==> config.mk <==
export PLATFORM = sky130hd
export DESIGN_NAME = afecw_decoder
export DESIGN_NICKNAME = d
export VERILOG_FILES = /design/src/afecw_pkg.sv /design/src/afecw_decoder.sv
export SDC_FILE = /design/constraint.sdc
export NUM_CORES = 1
export LEC_CHECK = 0
export BUFFER_PORTS_ARGS = -buffer_cell sky130_fd_sc_hd__buf_2
export CAP_MARGIN = 20
export CORE_MARGIN = 8
export CORE_UTILIZATION = 54
export CTS_CLUSTER_SIZE = 20
export DETAILED_ROUTE_END_ITERATION = 8
export GPL_TIMING_DRIVEN = 1
export PLACE_DENSITY = 0.76
export SYNTH_ARGS = -nofsm -noshare
export SYNTH_HDL_FRONTEND = slang
export SYNTH_SLANG_ARGS = --single-unit
==> constraint.sdc <==
create_clock -name CLOCK -period 2.6 [get_ports CLOCK]
set_clock_uncertainty 0.15 [all_clocks]
set_input_delay 0.52 -clock CLOCK [delete_from_list [all_inputs] [get_ports CLOCK]]
set_output_delay 0.52 -clock CLOCK [all_outputs]
set_load 0.01 [all_outputs]
==> src/afecw_pkg.sv <==
`default_nettype none
package afecw_pkg;
	// ------------------------------------------------------------
	// control word layout
	// ------------------------------------------------------------
	localparam int WORD_W = 16;
	localparam int CW_CTRL_BIT = 15;
	localparam int CW_READ_BIT = 14;
	localparam int CW_DEV_LSB = 11;
	localparam int CW_REG_LSB = 8;
	localparam int NUM_REGS = 8;
	// ------------------------------------------------------------
	// register indices
	// ------------------------------------------------------------
	localparam logic [2:0] REG_MODE = 3'h0;
	localparam logic [2:0] REG_CLOCK = 3'h1;
	localparam logic [2:0] REG_POWER = 3'h2;
	localparam logic [2:0] REG_GAIN12 = 3'h3;
	localparam logic [2:0] REG_GAIN34 = 3'h4;
	localparam logic [2:0] REG_GAIN56 = 3'h5;
	localparam logic [2:0] REG_CHSEL = 3'h6;
	localparam logic [7:0] REG_RESET_VALUE = 8'h00;
	// ------------------------------------------------------------
	// mode register fields
	// ------------------------------------------------------------
	localparam int MODE_DATA_BIT = 0;
	localparam int MODE_MIXED_BIT = 1;
	localparam int MODE_LOOP_BIT = 3;
	localparam int MODE_COUNT_LSB = 4;
	localparam int MODE_SWRESET_BIT = 7;
	// ------------------------------------------------------------
	// clock register fields
	// ------------------------------------------------------------
	localparam int CLK_DEC_LSB = 0;
	localparam int CLK_SCD_LSB = 2;
	localparam int CLK_MCD_LSB = 4;
	localparam int CLK_ECHO_BIT = 7;
	// ------------------------------------------------------------
	// power, gain and channel register fields
	// ------------------------------------------------------------
	localparam int PWR_GLOBAL_BIT = 0;
	localparam int PWR_REF_BIT = 5;
	localparam int PWR_REFERENCE_OUTPUT_PIN_BIT = 6;
	localparam int GAIN_LO_PWR_BIT = 3;
	localparam int GAIN_HI_LSB = 4;
	localparam int GAIN_HI_PWR_BIT = 7;
	localparam int CHSEL_MOD_RESET_BIT = 6;
	localparam int CHSEL_SINGLE_BIT = 7;
	// ------------------------------------------------------------
	// timing: reset lasts four internal master clock cycles
	// ------------------------------------------------------------
	localparam logic [2:0] RESET_MCLK_CYCLES = 3'h4;
	localparam logic [2:0] MCD_MAX_CODE = 3'h4;
	localparam logic [10:0] DEC_BASE_LIMIT = 11'h0ff;
	typedef enum logic [1:0] {AFECW_IDLE, AFECW_SHIFT, AFECW_EXEC, AFECW_RESET} afecw_phase_t;
	typedef struct packed {
		logic serial_clock;
		logic sample_tick;
		logic serial_out;
		logic frame_out;
	} afecw_link_t;
	typedef struct packed {
		logic [1:0] decimation_code;
		logic [1:0] serial_clock_div;
		logic [2:0] master_clock_div;
		logic control_echo_enable;
	} afecw_clkcfg_t;
endpackage : afecw_pkg
`default_nettype wire

==> src/afecw_decoder.sv <==
// Behaviour
// - bit 15 must be one for a valid control word; else ignored in program mode
// - read bit zero and chain address zero: store data byte in chosen register
// - read bit one, address zero: load register into data field and send word out
// - nonzero chain address is decremented and the word is passed on
// - 3-bit register index picks one of eight registers
// - low byte is write data or read fill, only for words addressed here
// - mode bit 0 selects program (0) or data (1) mode
// - mode bit 1 enables mixed mode
// - mode bit 3 enables serial loop-back
// - mode bits 4-6 hold the cascade device count
// - writing one to mode bit 7 starts a software reset
// - clock bits 0-1 hold decimation rate code
// - clock bits 2-3 hold serial clock divider code
// - clock bits 4-6 hold master clock divider code
// - clock bit 7 enables control echo
// - power bit 0 is global power up
// - power bit 5 powers reference, bit 6 enables reference output
// - gain registers: low nibble and high nibble per channel pair
// - channel power bit one switches the converter channel on
// - channel register bits 0-5 select channels one to six
// - channel register bit 6 resets modulator, bit 7 single-ended input
// - master clock divide 1..5 for codes 0..4, else divide by one
// - serial clock divide 8,4,2,1 for codes 0..3
// - sample rate divide 2048,1024,512,256 for codes 0..3
// - any reset clears all registers, lasting four internal master clock cycles
`timescale 1ns/1ns
`default_nettype none
module afecw_decoder
	import afecw_pkg::*;
(
	// clock and reset
	input wire logic CLOCK,
	input wire logic RSTN,
	// serial link from host or previous device
	input wire logic SERIAL_IN,
	input wire logic FRAME_IN,
	// serial link toward next device or host
	output var logic SERIAL_OUT,
	output var logic FRAME_OUT,
	output var logic SERIAL_CLOCK_OUT,
	output var logic SAMPLE_TICK,
	// configuration outputs
	output var logic DATA_MODE,
	output var logic MIXED_MODE_ENABLE,
	output var logic SERIAL_LOOPBACK_ENABLE,
	output var logic [2:0] CASCADE_COUNT,
	output var afecw_pkg::afecw_clkcfg_t CLOCK_CONFIG,
	output var logic GLOBAL_POWER_UP,
	output var logic REFERENCE_POWER_UP,
	output var logic REFERENCE_OUTPUT_ENABLE,
	output var logic [17:0] CHANNEL_GAIN_CODES,
	output var logic [5:0] CHANNEL_POWER_ON,
	output var logic [5:0] CHANNEL_SELECT,
	output var logic MODULATOR_RESET,
	output var logic SINGLE_ENDED_INPUT_ENABLE,
	output var logic RESET_BUSY
);
	import afecw_pkg::*;

	// ------------------------------------------------------------
	// state
	// ------------------------------------------------------------
	typedef struct packed {
		afecw_phase_t phase;
		logic [NUM_REGS-1:0][7:0] regs;
		logic [WORD_W-1:0] shift;
		logic [3:0] bit_count;
		logic [WORD_W-1:0] out_shift;
		logic [4:0] out_count;
		logic [2:0] mclk_div_cnt;
		logic mclk_tick;
		logic [2:0] sclk_div_cnt;
		logic sclk_level;
		logic [10:0] dec_cnt;
		logic [2:0] reset_cnt;
		afecw_link_t link;
	} afecw_state_t;

	afecw_state_t state;
	afecw_state_t next_state;

	// ------------------------------------------------------------
	// decoding helpers
	// ------------------------------------------------------------
	function automatic logic [2:0] mclk_limit(input logic [2:0] code);
		// codes past four fall back to divide by one
		if (code > MCD_MAX_CODE) begin
			return 3'h0;
		end
		return code;
	endfunction : mclk_limit

	function automatic logic [2:0] sclk_limit(input logic [1:0] code);
		// half period in internal master ticks minus one: 8,4,2,1 division
		unique case (code)
			2'h0: return 3'h3;
			2'h1: return 3'h1;
			2'h2: return 3'h0;
			2'h3: return 3'h0;
		endcase
	endfunction : sclk_limit

	function automatic logic [10:0] dec_limit(input logic [1:0] code);
		return 11'((DEC_BASE_LIMIT + 11'h1) << (2'h3 - code)) - 11'h1;
	endfunction : dec_limit

	logic [7:0] mode_reg;
	logic [7:0] clk_reg;
	logic shift_edge;
	logic [WORD_W-1:0] word;
	logic word_done;
	logic accepting;

	assign mode_reg = state.regs[REG_MODE];
	assign clk_reg = state.regs[REG_CLOCK];

	// ------------------------------------------------------------
	// next state
	// ------------------------------------------------------------
	always_comb begin
		next_state = state;
		next_state.mclk_tick = 1'b0;
		next_state.link.sample_tick = 1'b0;
		shift_edge = 1'b0;
		word = {state.shift[WORD_W-2:0], SERIAL_IN};
		word_done = 1'b0;
		// data mode without mixed mode ignores all input words
		accepting = !mode_reg[MODE_DATA_BIT] || mode_reg[MODE_MIXED_BIT];

		// internal master clock from the input clock
		if (state.mclk_div_cnt >= mclk_limit(clk_reg[CLK_MCD_LSB +: 3])) begin
			next_state.mclk_div_cnt = 3'h0;
			next_state.mclk_tick = 1'b1;
		end else begin
			next_state.mclk_div_cnt = state.mclk_div_cnt + 3'h1;
		end

		// serial clock and sample tick run on internal master ticks
		if (state.mclk_tick) begin
			if (clk_reg[CLK_SCD_LSB +: 2] == 2'h3) begin
				next_state.sclk_level = 1'b1;
				shift_edge = 1'b1;
			end else if (state.sclk_div_cnt >= sclk_limit(clk_reg[CLK_SCD_LSB +: 2])) begin
				next_state.sclk_div_cnt = 3'h0;
				next_state.sclk_level = !state.sclk_level;
				shift_edge = state.sclk_level;
			end else begin
				next_state.sclk_div_cnt = state.sclk_div_cnt + 3'h1;
			end
			if (state.dec_cnt >= dec_limit(clk_reg[CLK_DEC_LSB +: 2])) begin
				next_state.dec_cnt = 11'h0;
				next_state.link.sample_tick = 1'b1;
			end else begin
				next_state.dec_cnt = state.dec_cnt + 11'h1;
			end
		end
		next_state.link.serial_clock = state.sclk_level;

		unique case (state.phase)
			AFECW_RESET: begin
				// registers stay cleared for four internal master cycles
				next_state.regs = '0;
				if (state.mclk_tick) begin
					if (state.reset_cnt == RESET_MCLK_CYCLES - 3'h1) begin
						next_state.phase = AFECW_IDLE;
						next_state.reset_cnt = 3'h0;
					end else begin
						next_state.reset_cnt = state.reset_cnt + 3'h1;
					end
				end
			end
			AFECW_IDLE, AFECW_SHIFT: begin
				if (shift_edge) begin
					// loop-back returns input bits straight to the output
					if (mode_reg[MODE_LOOP_BIT]) begin
						next_state.link.serial_out = SERIAL_IN;
						next_state.link.frame_out = FRAME_IN;
					end else if (state.out_count != 5'h0) begin
						next_state.link.serial_out = state.out_shift[WORD_W-1];
						next_state.out_shift = {state.out_shift[WORD_W-2:0], 1'b0};
						next_state.out_count = state.out_count - 5'h1;
						next_state.link.frame_out = 1'b0;
					end else begin
						next_state.link.serial_out = 1'b0;
						next_state.link.frame_out = 1'b0;
					end
					if (state.phase == AFECW_IDLE && FRAME_IN) begin
						next_state.shift = word;
						next_state.bit_count = 4'h1;
						next_state.phase = AFECW_SHIFT;
					end else if (state.phase == AFECW_SHIFT) begin
						next_state.shift = word;
						next_state.bit_count = state.bit_count + 4'h1;
						if (state.bit_count == 4'hf) begin
							next_state.phase = AFECW_EXEC;
							word_done = 1'b1;
						end
					end
				end
			end
			AFECW_EXEC: begin
				next_state.phase = AFECW_IDLE;
				// words without the control flag are dropped
				if (accepting && state.shift[CW_CTRL_BIT]) begin
					if (state.shift[CW_DEV_LSB +: 3] != 3'h0) begin
						// not ours: pass on with address one lower
						next_state.out_shift = state.shift;
						next_state.out_shift[CW_DEV_LSB +: 3] = state.shift[CW_DEV_LSB +: 3] - 3'h1;
						next_state.out_count = 5'h10;
						next_state.link.frame_out = 1'b1;
					end else if (state.shift[CW_READ_BIT]) begin
						next_state.out_shift = state.shift;
						next_state.out_shift[7:0] = state.regs[state.shift[CW_REG_LSB +: 3]];
						next_state.out_count = 5'h10;
						next_state.link.frame_out = 1'b1;
					end else begin
						next_state.regs[state.shift[CW_REG_LSB +: 3]] = state.shift[7:0];
						if (state.shift[CW_REG_LSB +: 3] == REG_MODE
							&& state.shift[MODE_SWRESET_BIT]) begin
							next_state.phase = AFECW_RESET;
							next_state.regs = '0;
						end else if (clk_reg[CLK_ECHO_BIT]) begin
							// echo the accepted write back out
							next_state.out_shift = state.shift;
							next_state.out_count = 5'h10;
							next_state.link.frame_out = 1'b1;
						end
					end
				end
			end
		endcase
	end

	// ------------------------------------------------------------
	// registers
	// ------------------------------------------------------------
	always_ff @(posedge CLOCK or negedge RSTN) begin
		if (!RSTN) begin
			state <= '0;
			state.phase <= AFECW_RESET;
		end else begin
			state <= next_state;
		end
	end

	// ------------------------------------------------------------
	// outputs, all registered
	// ------------------------------------------------------------
	always_ff @(posedge CLOCK or negedge RSTN) begin
		if (!RSTN) begin
			SERIAL_OUT <= 1'b0;
			FRAME_OUT <= 1'b0;
			SERIAL_CLOCK_OUT <= 1'b0;
			SAMPLE_TICK <= 1'b0;
			DATA_MODE <= 1'b0;
			MIXED_MODE_ENABLE <= 1'b0;
			SERIAL_LOOPBACK_ENABLE <= 1'b0;
			CASCADE_COUNT <= 3'h0;
			CLOCK_CONFIG <= '0;
			GLOBAL_POWER_UP <= 1'b0;
			REFERENCE_POWER_UP <= 1'b0;
			REFERENCE_OUTPUT_ENABLE <= 1'b0;
			// gain and channel power reset in g_gain, one driver each
			CHANNEL_SELECT <= '0;
			MODULATOR_RESET <= 1'b0;
			SINGLE_ENDED_INPUT_ENABLE <= 1'b0;
			RESET_BUSY <= 1'b1;
		end else begin
			SERIAL_OUT <= next_state.link.serial_out;
			FRAME_OUT <= next_state.link.frame_out;
			SERIAL_CLOCK_OUT <= next_state.link.serial_clock;
			SAMPLE_TICK <= next_state.link.sample_tick;
			DATA_MODE <= next_state.regs[REG_MODE][MODE_DATA_BIT];
			MIXED_MODE_ENABLE <= next_state.regs[REG_MODE][MODE_MIXED_BIT];
			SERIAL_LOOPBACK_ENABLE <= next_state.regs[REG_MODE][MODE_LOOP_BIT];
			CASCADE_COUNT <= next_state.regs[REG_MODE][MODE_COUNT_LSB +: 3];
			CLOCK_CONFIG.decimation_code <= next_state.regs[REG_CLOCK][CLK_DEC_LSB +: 2];
			CLOCK_CONFIG.serial_clock_div <= next_state.regs[REG_CLOCK][CLK_SCD_LSB +: 2];
			CLOCK_CONFIG.master_clock_div <= next_state.regs[REG_CLOCK][CLK_MCD_LSB +: 3];
			CLOCK_CONFIG.control_echo_enable <= next_state.regs[REG_CLOCK][CLK_ECHO_BIT];
			GLOBAL_POWER_UP <= next_state.regs[REG_POWER][PWR_GLOBAL_BIT];
			REFERENCE_POWER_UP <= next_state.regs[REG_POWER][PWR_REF_BIT];
			REFERENCE_OUTPUT_ENABLE <= next_state.regs[REG_POWER][PWR_REFERENCE_OUTPUT_PIN_BIT];
			CHANNEL_SELECT <= next_state.regs[REG_CHSEL][5:0];
			MODULATOR_RESET <= next_state.regs[REG_CHSEL][CHSEL_MOD_RESET_BIT];
			SINGLE_ENDED_INPUT_ENABLE <= next_state.regs[REG_CHSEL][CHSEL_SINGLE_BIT];
			RESET_BUSY <= next_state.phase == AFECW_RESET;
		end
	end

	// gain registers repeat one layout per channel pair
	for (genvar g = 0; g < 3; g++) begin : g_gain
		always_ff @(posedge CLOCK or negedge RSTN) begin
			if (!RSTN) begin
				CHANNEL_GAIN_CODES[6*g +: 6] <= 6'h00;
				CHANNEL_POWER_ON[2*g +: 2] <= 2'h0;
			end else begin
				CHANNEL_GAIN_CODES[6*g +: 3] <= next_state.regs[REG_GAIN12 + 3'(g)][2:0];
				CHANNEL_GAIN_CODES[6*g+3 +: 3] <= next_state.regs[REG_GAIN12 + 3'(g)][6:4];
				CHANNEL_POWER_ON[2*g] <= next_state.regs[REG_GAIN12 + 3'(g)][GAIN_LO_PWR_BIT];
				CHANNEL_POWER_ON[2*g+1] <= next_state.regs[REG_GAIN12 + 3'(g)][GAIN_HI_PWR_BIT];
			end
		end
	end

	// ------------------------------------------------------------
	// checks
	// ------------------------------------------------------------
	logic exec_ok;
	assign exec_ok = state.phase == AFECW_EXEC && accepting && state.shift[CW_CTRL_BIT];

	property p_write_stores;
		@(posedge CLOCK) disable iff (!RSTN)
		exec_ok && state.shift[CW_DEV_LSB +: 3] == 3'h0 && !state.shift[CW_READ_BIT]
			&& !(state.shift[CW_REG_LSB +: 3] == REG_MODE && state.shift[MODE_SWRESET_BIT])
		|=> state.regs[$past(state.shift[CW_REG_LSB +: 3])] == $past(state.shift[7:0]);
	endproperty
	a_write_stores: assert property (p_write_stores) else $error("write not stored");

	property p_read_fill;
		@(posedge CLOCK) disable iff (!RSTN)
		exec_ok && state.shift[CW_DEV_LSB +: 3] == 3'h0 && state.shift[CW_READ_BIT]
		|=> state.out_shift[7:0] == state.regs[$past(state.shift[CW_REG_LSB +: 3])]
			&& state.out_count == 5'h10;
	endproperty
	a_read_fill: assert property (p_read_fill) else $error("read not loaded");

	property p_forward_dec;
		@(posedge CLOCK) disable iff (!RSTN)
		exec_ok && state.shift[CW_DEV_LSB +: 3] != 3'h0
		|=> state.out_shift[CW_DEV_LSB +: 3] == $past(state.shift[CW_DEV_LSB +: 3]) - 3'h1;
	endproperty
	a_forward_dec: assert property (p_forward_dec) else $error("address not decremented");

	property p_invalid_ignored;
		@(posedge CLOCK) disable iff (!RSTN)
		state.phase == AFECW_EXEC && !state.shift[CW_CTRL_BIT] |=> $stable(state.regs);
	endproperty
	a_invalid_ignored: assert property (p_invalid_ignored) else $error("invalid word acted on");

	property p_data_mode_locked;
		@(posedge CLOCK) disable iff (!RSTN)
		state.phase == AFECW_EXEC && mode_reg[MODE_DATA_BIT] && !mode_reg[MODE_MIXED_BIT]
		|=> $stable(state.regs);
	endproperty
	a_data_mode_locked: assert property (p_data_mode_locked) else $error("data mode write");

	property p_swreset;
		@(posedge CLOCK) disable iff (!RSTN)
		exec_ok && state.shift[CW_DEV_LSB +: 3] == 3'h0 && !state.shift[CW_READ_BIT]
			&& state.shift[CW_REG_LSB +: 3] == REG_MODE && state.shift[MODE_SWRESET_BIT]
		|=> state.phase == AFECW_RESET && state.regs == '0;
	endproperty
	a_swreset: assert property (p_swreset) else $error("soft reset missed");

	property p_reset_clear;
		@(posedge CLOCK) disable iff (!RSTN)
		state.phase == AFECW_RESET |-> state.regs == '0;
	endproperty
	a_reset_clear: assert property (p_reset_clear) else $error("regs not clear in reset");

	property p_mode_out;
		@(posedge CLOCK) disable iff (!RSTN)
		##1 DATA_MODE == mode_reg[MODE_DATA_BIT] && CASCADE_COUNT == mode_reg[6:4];
	endproperty
	a_mode_out: assert property (p_mode_out) else $error("mode outputs wrong");

	property p_mclk_div1;
		@(posedge CLOCK) disable iff (!RSTN)
		clk_reg[CLK_MCD_LSB +: 3] > MCD_MAX_CODE && $stable(clk_reg) |=> state.mclk_tick;
	endproperty
	a_mclk_div1: assert property (p_mclk_div1) else $error("master divider fallback");

	c_write: cover property (@(posedge CLOCK) disable iff (!RSTN) exec_ok && !state.shift[CW_READ_BIT]);
	c_read: cover property (@(posedge CLOCK) disable iff (!RSTN) exec_ok && state.shift[CW_READ_BIT]);
	c_reset_done: cover property (@(posedge CLOCK) disable iff (!RSTN)
		state.phase == AFECW_RESET ##1 state.phase == AFECW_IDLE);
endmodule : afecw_decoder
`default_nettype wire

Word level (Yosys, flattened, before mapping) --
Index checks and enable logic that the tools add are counted.
Cells by class: add/sub/neg operators 9, $lt $le $gt $ge 6, equality and inequality tests 17, shift operators 1, mux-type cells 55, bitwise logic cells 1, reductions and logical operators 25
Operators with widths (count):
- 2-to-1 mux 66 bit | 4
- 2-to-1 mux 21 bit | 8
- one-hot mux 64 bit (2 select lines) | 1
- bitwise mux 64 bit | 1
- one-hot mux 21 bit (2 select lines) | 1
- 2-to-1 mux 20 bit | 2
- binary-select mux 8 bit (select 3 bit) | 1
- demux 8 bit (select 3 bit) | 1
- 2-to-1 mux 3 bit | 7
- 2-to-1 mux 2 bit | 8
- 2-to-1 mux 8 bit | 2
- 2-to-1 mux 1 bit | 15
- inequality test 2 bit, second input constant | 6
- adder 11 x 1 -> 11 bit, second input constant | 1
- greater-or-equal comparator 11 bit | 1
- 2-to-1 mux 11 bit | 1
- left shift 9 x 2 -> 11 bit, first input constant | 1
- subtractor 11 x 1 -> 11 bit, second input constant | 1
- == test 2 bit, second input constant | 5
- adder 3 x 1 -> 3 bit, second input constant | 3
- one-hot mux 3 bit (3 select lines) | 1
- inequality test 4 bit, second input constant | 2
- AND reduction 2 bit | 4
- nonzero test 2 bit | 4
- 26 further kinds | 33
Storage, ports and cells: register bits 183, input bits 4, output and inout port bits 54, logic and storage cells 160

Logic depth before layout (Yosys ltp) --
Gate-level depths: netlist of the first run.
depth after elaboration 11, gate-level depth with buffers 10, depth with buffers taken out 9

Worst setup path before layout of the first run --
No wires, ideal clock.
path kind reg-to-reg, start register (tool-made name), end register state[31] in the netlist's numbering, setup time 0.125 ns, arrival 2.180 ns, required time 2.325 ns, path slack 0.145 ns, stages on the path, launching flop included 10, path through dfrtp_1 -> inv_1 -> ha_1 -> inv_1 -> ha_1 -> nand2b_1 -> a2111oi_2 -> o32ai_1 -> buf_6 -> mux2_4
RTL lines:
- end signal, assigned | RTL line afecw_decoder.sv:243 | state <= next_state;
- end, declared | RTL line afecw_decoder.sv:80 | afecw_state_t state;

==> impl_metrics.yaml, run 1 <==
status:
  status: "finished clean"
floorplanning:
  initial_utilization_pct: 54.5
  core_area_mm2: 0.0131
  core.rowCount: 42
  die_area_mm2: 0.0171
  fp.dieW_um: 131
  pin_count: 58
  dieHeight_um: 131
place:
  dpl.hpwl_mm: 13.6
  pre_cts_ws_ns: -0.140
  io_buffers: 57
  dp.cells: 884
  place_area_mm2: 0.00742
  globalplace.congestion: 0.963
clock_network:
  h-tree-depth: 4
  clockBufferDepth: 2
  cts_tree: "yes"
  numCtsBuffers: 17
  cts_sinks: 134
  clock_latency_ns: 0.43
  cts-root-buf: "clkbuf_16"
  clk_pin_slew_ns: 0.06
final_layout:
  final_util_pct: 61.9
  fillers: 1035
  drive_gt1_share_pct: 23.1
  final_cells: 921
  fin_area_mm2: 0.00809
  area_delta_synth_final_pct: 13.5
  nNetsFinal: 754
  antennaDiodeCount: 0
worst_hold_path:
  hp-class: "input port to flop"
  min_from: "SERIAL_IN"
sta:
  hold_violations: 0
  setup_viol: 0
  grt_setup_unrepaired: "yes"
  relSlewSlack_pct: 50.1
  fmax_mhz: 398
  worst_pin_slew_ns: 0.744
  tns_ns: 0
  whs_ns: 0.197
  drv_slew: 0
  fin_ws_ns: 0.0900
  min_period_over_period_pct: 96.5
  timing.final.crit_period_ns: 2.51
logic_synthesis:
  synthMuxAreaShare_pct: 8.34
  synth_compound_area_share_pct: 19.1
  netlist_area_mm2: 0.00713
  synth_top_family_by_area: "compound AO/OA/AOI/OAI gates"
  synth_flop_cell: "dfrtp_1"
  yosysWarningCount: 0
  ys_types: 66
  synthXorXnorAreaFrac_pct: 0.983
  synth.most_common_cell: "dfrtp_1"
  synthTopCellsByArea: "dfrtp_1 46%, buf_4 4.5%, a22o_1 4.1%, mux2i_1 3.7%, mux2_2 3.6%"
  ys_seq_area_share_pct: 47.1
  synth_top_area_share_pct: 46.0
  synth_nets: 723
  synth_fa_ha_area_share_pct: 3.16
  syn_area_per_cell_um2: 10.2
  ys_top_cells_by_count: "131 x dfrtp_1, 64 x nor2_1, 57 x nand2_1, 43 x buf_4"
  netlist_instances: 701
  synth_simple_gate_area_share_pct: 13.3
  yosysTopAreaCell: "dfrtp_1"
  ys_ff_latch: 134
  synthArstFlopShare_pct: 100
  synth_edf_count: 0
route:
  postRouteWirelength_mm: 19.2
  viasPerCell: 6.22
  dr.pass1.iters: 5
  drc: 0
  wl_per_cell_um: 20.8
  vias: 5731
  drtIter0Drc: 553
  ant_nets: 0
setup_path:
  worst_path_max_delay_cell: "dfrtp_1"
  crit_path_max_fanout: 8
  cp-start-kind: "flop"
  required_ns: 2.76
  cp_num_cells: 7
  worstRegToRegCells: 7
  end_kind: "flop"
  worst-path-buf-inv: 1
  ff2ff_setup_slack_ns: 0.09
  arrival_ns: 2.67
  critPathTopFamily: "compound AO/OA/AOI/OAI gates"
  crit_type: "flop to flop"
  path_cells: "inv_1 > ha_1 > nor3b_2 > nand3_1 > a21oi_1 > o21ai_1 > a22o_1"
  rr_startpoint: "state[62]"
  critPathLaunch: "state[62]"
  max_stage_delay_ns: 0.38
global_route:
  grt_pass1_wl_mm: 30.9
  grt_max_degree: 49
  antenna_found_initial: 0
  globalRouteOverflowTotal: 0
  first_global_vias: 5704
  grt_use_total_pct: 23.8
power_and_ir_drop:
  leakagePower_nw: 3.74
  p_per_area_mw_per_mm2: 573
  ir_worst_vdd_v: 0.000479
  power_mw: 4.64
job:
  drv_cap: 0
worst register-to-register path, stage by stage (launching register included):
cell and delay, ns:
dfrtp_1 0.38, inv_1 0.13, ha_1 0.26, nor3b_2 0.26, nand3_1 0.35, a21oi_1 0.27
o21ai_1 0.27, a22o_1 0.33
timing repair:
item                                   CTS  global route
resized for setup                        1             4
hold buffers                             1             0
buffers inserted                         0             4
setup endpoints to repair                9            31
endpoints found under the hold margin   45             0
pin swaps                                0             1
kinds of logic after synthesis:
| kind of cell | Yosys count |
|---|---|
| DFF | 134 |
| xor gates and xnor gates | 8 |
| muxes | 53 |
| and+or+nand+nor | 197 |
| buffers and inverters | 102 |
| adders and majority gates | 18 |
| AOI/OAI and AO/OA | 189 |
layout make-up:
type                    instances  area, µm²  area share [%]
inverters                      19       71.3           0.881
flip-flops and latches        134       3360            41.5
well taps                     176        220            2.72
clock inverters                13        155            1.92
multi-input cells             465       3230            39.9
repair buffers                 95        604            7.47
clock buffers                  19        453            5.60
power breakdown:
part           switching, mW  internal [mW]
clock                  0.920           1.55
combinational         0.0432         0.0131
sequential            0.0240           2.09
total                  0.987           3.65
worst min-delay path by stage:
stage / end / slack, ns / cells past startpoint
2_1_floorplan: FRAME_OUT / 0.07 / 0
3_3_place_gp: state[23] / 0.30 / 1
3_5_place_dp: mode_reg[7] / 0.32 / 1
4_1_cts: state[51] / 0.18 / 2
5_1_grt: state[51] / 0.20 / 2
6_report: state[51] / 0.20 / 2
placed cells by master, fill, tap and decap left out, types with 4 or more instances in the layout:
master | Yosys | final
dfrtp_1 | 131 | 131
nor2_1 | 64 | 62
nand2_1 | 57 | 57
buf_2 | 14 | 56
buf_4 | 43 | 35
o21ai_0 | 33 | 33
a22o_1 | 33 | 33
a31oi_1 | 26 | 26
mux2i_1 | 26 | 26
a21oi_1 | 24 | 24
mux2_2 | 23 | 23
inv_1 | 18 | 18
ha_1 | 18 | 18
clkbuf_16 | 0 | 17
nand3_1 | 15 | 15
nand2b_1 | 13 | 13
a32o_1 | 13 | 13
o211ai_1 | 8 | 8
nor2b_1 | 7 | 7
nor3_1 | 7 | 7
o2bb2ai_1 | 7 | 7
and2_1 | 6 | 6
xnor2_1 | 5 | 5
o21ai_1 | 5 | 5
clkinv_2 | 0 | 5
or4_1 | 4 | 4
or2_2 | 4 | 4
nand3b_1 | 4 | 4
a21o_1 | 4 | 4
o21a_1 | 4 | 4
a221oi_1 | 4 | 4
metal layers:
metal | GRT usage, % | share of wire (%) | up-vias
li1 | - | - | 2565
met1 | 30.2 | 41 | 2843
met2 | 36.6 | 47 | 279
met3 | 7.71 | 9.4 | 44
met4 | 10.1 | 2.6 | 0
met5 | 0 | 0 | -
Power figures use the tool's default switching activity.
==> run 2, diff against run 1 <==
--- a/config.mk
+++ b/config.mk
@@ -8,11 +8,13 @@
 export BUFFER_PORTS_ARGS = -buffer_cell sky130_fd_sc_hd__buf_2
 export CAP_MARGIN = 20
 export CORE_MARGIN = 8
-export CORE_UTILIZATION = 54
+export CORE_UTILIZATION = 65
 export CTS_CLUSTER_SIZE = 20
 export DETAILED_ROUTE_END_ITERATION = 8
 export GPL_TIMING_DRIVEN = 1
-export PLACE_DENSITY = 0.76
+export PLACE_DENSITY = 0.86
+export SKIP_CTS_REPAIR_TIMING = 1
+export SLEW_MARGIN = 0
 export SYNTH_ARGS = -nofsm -noshare
 export SYNTH_HDL_FRONTEND = slang
 export SYNTH_SLANG_ARGS = --single-unit
==> constraint.sdc (replaced) <==
create_clock -name CLOCK -period 3.1 [get_ports CLOCK]
set_clock_uncertainty 0.15 [all_clocks]
set_input_delay 0.62 -clock CLOCK [delete_from_list [all_inputs] [get_ports CLOCK]]
set_output_delay 0.62 -clock CLOCK [all_outputs]
set_load 0.01 [all_outputs]
==> impl_metrics.yaml, run 2 (synthesis results as in run 1) <==
final_layout:
  final_common_cell: "dfrtp_1"
  seqCellArea_mm2: 0.00336
  fillers: 726
  nNetsFinal: 734
  area_delta_synth_final_pct: 10.4
  antennaDiodeCount: 0
  final_cell_mix: "131 x dfrtp_1, 64 x nor2_1, 57 x nand2_1, 56 x buf_2"
  multi_input_area_mm2: 0.00320
  drive_gt1_share_pct: 20.1
  final_util_pct: 72.9
place:
  globalplace.congestion: 0.947
  dpl.hpwl_mm: 12.9
  io_buffers: 57
power_and_ir_drop:
  p_per_area_mw_per_mm2: 499
  ir_worst_vdd_v: 0.000516
  leakagePower_nw: 3.64
global_route:
  first_global_vias: 5795
  globalRouteOverflowTotal: 0
  grt_use_total_pct: 27.0
  grt_max_degree: 62
  antenna_found_initial: 0
  grt_pass1_wl_mm: 30.6
route:
  drtIter0Drc: 741
  drc: 0
  wl_per_cell_um: 21.4
  postRouteWirelength_mm: 18.5
  ant_nets: 0
  viasPerCell: 6.54
  dr.pass1.iters: 5
  vias: 5659
floorplanning:
  initial_utilization_pct: 66.1
  pin_count: 58
  fp.dieW_um: 121
  core.rowCount: 38
  dieHeight_um: 121
  die_area_mm2: 0.0146
  core_area_mm2: 0.0108
setup_path:
  crit_path_max_fanout: 29
  required_ns: 3.39
  path_cells: "inv_1 > ha_1 > inv_1 > ha_1 > nand2b_1 > a2111oi_2 > o32ai_2 > buf_4 > mux2_4"
  worstRegToRegCells: 9
  worst_path_max_delay_cell: "a2111oi_2"
  arrival_ns: 3.05
  r2r-end: "state[31]"
  crit_type: "flop to flop"
  end_kind: "flop"
  max_stage_delay_ns: 0.62
  cp-start-kind: "flop"
  ff2ff_setup_slack_ns: 0.34
clock_network:
  cts_sinks: 134
  numCtsBuffers: 17
  cts_tree: "yes"
  clockBufferDepth: 2
  h-tree-depth: 4
  clock_latency_ns: 0.55
  cts-root-buf: "clkbuf_8"
  clk_pin_slew_ns: 0.06
worst_hold_path:
  whs_endpoint: "state[51]"
  hp-class: "input port to flop"
  min_from: "SERIAL_IN"
  min_path_cells: 2
sta:
  timing.final.crit_period_ns: 2.76
  worst_pin_slew_ns: 0.665
  tns_ns: 0
  relSlewSlack_pct: 55.0
  setup_viol: 0
  grt_setup_unrepaired: "no"
  min_period_over_period_pct: 89.1
  fmax_mhz: 362
  drv_slew: 0
  hold_violations: 0
status:
  status: "finished clean"
job:
  drv_cap: 0
run 2: cell type report:
class                   count  area share (%)
multi-input cells         465            40.7
clock inverters             9            1.88
clock buffers              23            5.93
flip-flops and latches    134            42.6
repair buffers             75            5.72
inverters                  19           0.906
well taps                 140            2.23
run 2: layer usage:
layer	track usage, %	routed length (µm)	part of all wire (%)
met5	0	0	0
met4	13.3	713	3.8
met3	8.86	1670	9.0
met2	41.2	8630	47
met1	33.9	7520	41
run 2: worst max-delay path by stage:
stage | from | end | slack [ns] | cells past startpoint
6_report | flop | state[31] | 0.34 | 9
5_1_grt | flop | FRAME_OUT | 0.11 | 9
4_1_cts | flop | state[31] | 0.35 | 9
3_5_place_dp | flop | state[31] | 0.37 | 9
3_3_place_gp | flop | state[44] | 0.43 | 9
2_1_floorplan | flop | state[31] | 0.64 | 9
run 2: power breakdown:
| group | total (mW) | switching (mW) | internal [mW] |
|---|---|---|---|
| clock | 2.11 | 0.740 | 1.37 |
| sequential | 1.77 | 0.0200 | 1.75 |
| combinational | 0.0449 | 0.0352 | 0.00972 |
run 2: per-stage QoR:
stage / setup slack [ns] / hold WS (ns) / total power, mW / cells / cell area (µm²)
after detailed placement: 0.373 / 0.303 / 1.85 / 832 / 7250
after CTS: 0.354 / -0.0935 / 3.94 / 864 / 7860
after floorplan: 0.645 / 0.174 / 1.80 / 701 / 7130
after global placement: 0.434 / 0.294 / 1.85 / 832 / 7250
final: 0.338 / 0.174 / 3.92 / 865 / 7870
after global routing: 0.115 / 0.160 / 4.04 / 865 / 7870
run 2: critical path: cells and delay by family (launching register included):
family / cells / cell delay [ns]
AO/OA/AOI/OAI: 2 / 0.80
flip-flops: 1 / 0.43
adder cells (fa/ha/maj): 2 / 0.38
buffers and inverters: 3 / 0.37
multiplexers: 1 / 0.32
AND/OR/NAND/NOR: 1 / 0.20
==> run 3, diff against run 2 <==
--- a/config.mk
+++ b/config.mk
@@ -5,14 +5,14 @@
 export SDC_FILE = /design/constraint.sdc
 export NUM_CORES = 1
 export LEC_CHECK = 0
-export BUFFER_PORTS_ARGS = -buffer_cell sky130_fd_sc_hd__buf_2
 export CAP_MARGIN = 20
 export CORE_MARGIN = 8
 export CORE_UTILIZATION = 65
 export CTS_CLUSTER_SIZE = 20
 export DETAILED_ROUTE_END_ITERATION = 8
+export DONT_BUFFER_PORTS = 1
 export GPL_TIMING_DRIVEN = 1
-export PLACE_DENSITY = 0.86
+export PLACE_DENSITY = 0.81
 export SKIP_CTS_REPAIR_TIMING = 1
 export SLEW_MARGIN = 0
 export SYNTH_ARGS = -nofsm -noshare
==> impl_metrics.yaml, run 3 (synthesis results as in run 1) <==
status:
  status: "finished, violations left"
  violations: "negative hold slack"
place:
  pre_cts_ws_ns: 0.385
  dpl.hpwl_mm: 12.4
  dp.cells: 772
  globalplace.congestion: 0.948
  io_buffers: 0
setup_path:
  cp-start-kind: "flop"
  required_ns: 3.36
  worstRegToRegCells: 10
  end_kind: "flop"
  arrival_ns: 3.02
  crit_type: "flop to flop"
  crit_path_max_fanout: 19
global_route:
  first_global_vias: 5342
  grt_pass1_wl_mm: 29.1
  globalRouteOverflowTotal: 0
  antenna_found_initial: 0
  grt_max_degree: 135
  grt_use_total_pct: 25.8
final_layout:
  final_common_cell: "dfrtp_1"
  final_cells: 804
  nNetsFinal: 673
  area_delta_synth_final_pct: 6.30
  antennaDiodeCount: 0
  drive_gt1_share_pct: 13.4
  final_cell_mix: "130 x dfrtp_1, 64 x nor2_1, 57 x nand2_1, 33 x o21ai_0, 33 x a22o_1"
  fillers: 769
power_and_ir_drop:
  ir_worst_vdd_v: 0.000491
  p_per_area_mw_per_mm2: 530
  leakagePower_nw: 3.33
  power_mw: 4.02
route:
  dr.pass1.iters: 5
  drtIter0Drc: 579
  ant_nets: 0
  wl_per_cell_um: 22.7
  vias: 5426
  postRouteWirelength_mm: 18.3
  top_layer: "met4"
  viasPerCell: 6.75
  wl_met2_mm: 8.46
  wl_met1_mm: 7.32
  met3_wirelength_mm: 1.90
  drc: 0
floorplanning:
  core.rowCount: 38
  fp.dieW_um: 121
  pin_count: 58
  initial_utilization_pct: 66.1
  die_area_mm2: 0.0146
  core_area_mm2: 0.0108
  dieHeight_um: 121
sta:
  timing.final.crit_period_ns: 2.76
  setup_viol: 0
  relSlewSlack_pct: 44.3
  whs_ns: -0.368
  fin_ws_ns: 0.340
  min_period_over_period_pct: 89.0
  tns_ns: 0
  hold_violations: 134
  fmax_mhz: 362
  drv_slew: 0
  worst_pin_slew_ns: 0.835
  grt_setup_unrepaired: "no"
clock_network:
  clock_latency_ns: 0.54
  clockBufferDepth: 2
  clk_pin_slew_ns: 0.06
  h-tree-depth: 4
  cts_tree: "yes"
  numCtsBuffers: 17
  cts_sinks: 134
  cts-root-buf: "clkbuf_8"
job:
  drv_cap: 0
worst_hold_path:
  hp-class: "input port to async pin"
## run 3: changes by cell type in the layout (fill, tap and decap cells not counted), moves of 2 or more
cell | previous run | this run
buf_4 | 16 | 14
clkbuf_8 | 4 | 7
clkbuf_1 | 3 | 1
buf_2 | 56 | 0
buf_12 | 2 | 0
## run 3: cell type report
| type | instances | area (µm²) | area share, % |
|---|---|---|---|
| clock inverters | 8 | 165 | 2.18 |
| repair buffers | 14 | 105 | 1.39 |
| inverters | 19 | 71.3 | 0.941 |
| clock buffers | 24 | 500 | 6.60 |
| flip-flops and latches | 134 | 3360 | 44.3 |
| multi-input cells | 465 | 3200 | 42.3 |
| well taps | 140 | 175 | 2.31 |
## run 3: stage by stage
stage,cell area (µm²),util (%),hold WS (ns)
2_1_floorplan,7130,-,0.174
3_3_place_gp,6910,64.1,0.180
3_5_place_dp,6910,64.1,0.180
4_1_cts,7580,70.2,-0.394
5_1_grt,7580,70.2,-0.399
6_report,7580,70.2,-0.368
## run 3: metal layers
layer,GRT usage [%],up-vias
met5,0,-
met4,12.6,0
met3,9.65,45
met2,38.9,292
met1,32.2,2682
li1,-,2407
## run 3: report_power, final
group / internal [mW] / total (mW) / switching (mW)
Clock: 1.51 / 2.24 / 0.727
Combinational: 0.00377 / 0.00508 / 0.00131
Sequential: 1.75 / 1.77 / 0.0192
## run 3: critical path, stage by stage, from the launching register on
cell and delay (ns):
dfrtp_1 0.37, inv_1 0.06, ha_1 0.13, inv_1 0.04, ha_1 0.25, nand2b_1 0.20, a2111oi_2 0.61, o32ai_2 0.34
buf_4 0.29, nor2_1 0.13, a21oi_1 0.06
## run 3: worst paths after layout
check	slack (ns)	endpoint	start
max in group asynchronous	2.97	RESET_BUSY	RSTN
max reg2reg	0.34	state[33]	flop
min reg2reg	0.32	state[23]	state[23]
min	-0.37	SAMPLE_TICK	RSTN
max	0.34	state[33]	flop
min in group CLOCK	0.08	FRAME_OUT	FRAME_IN
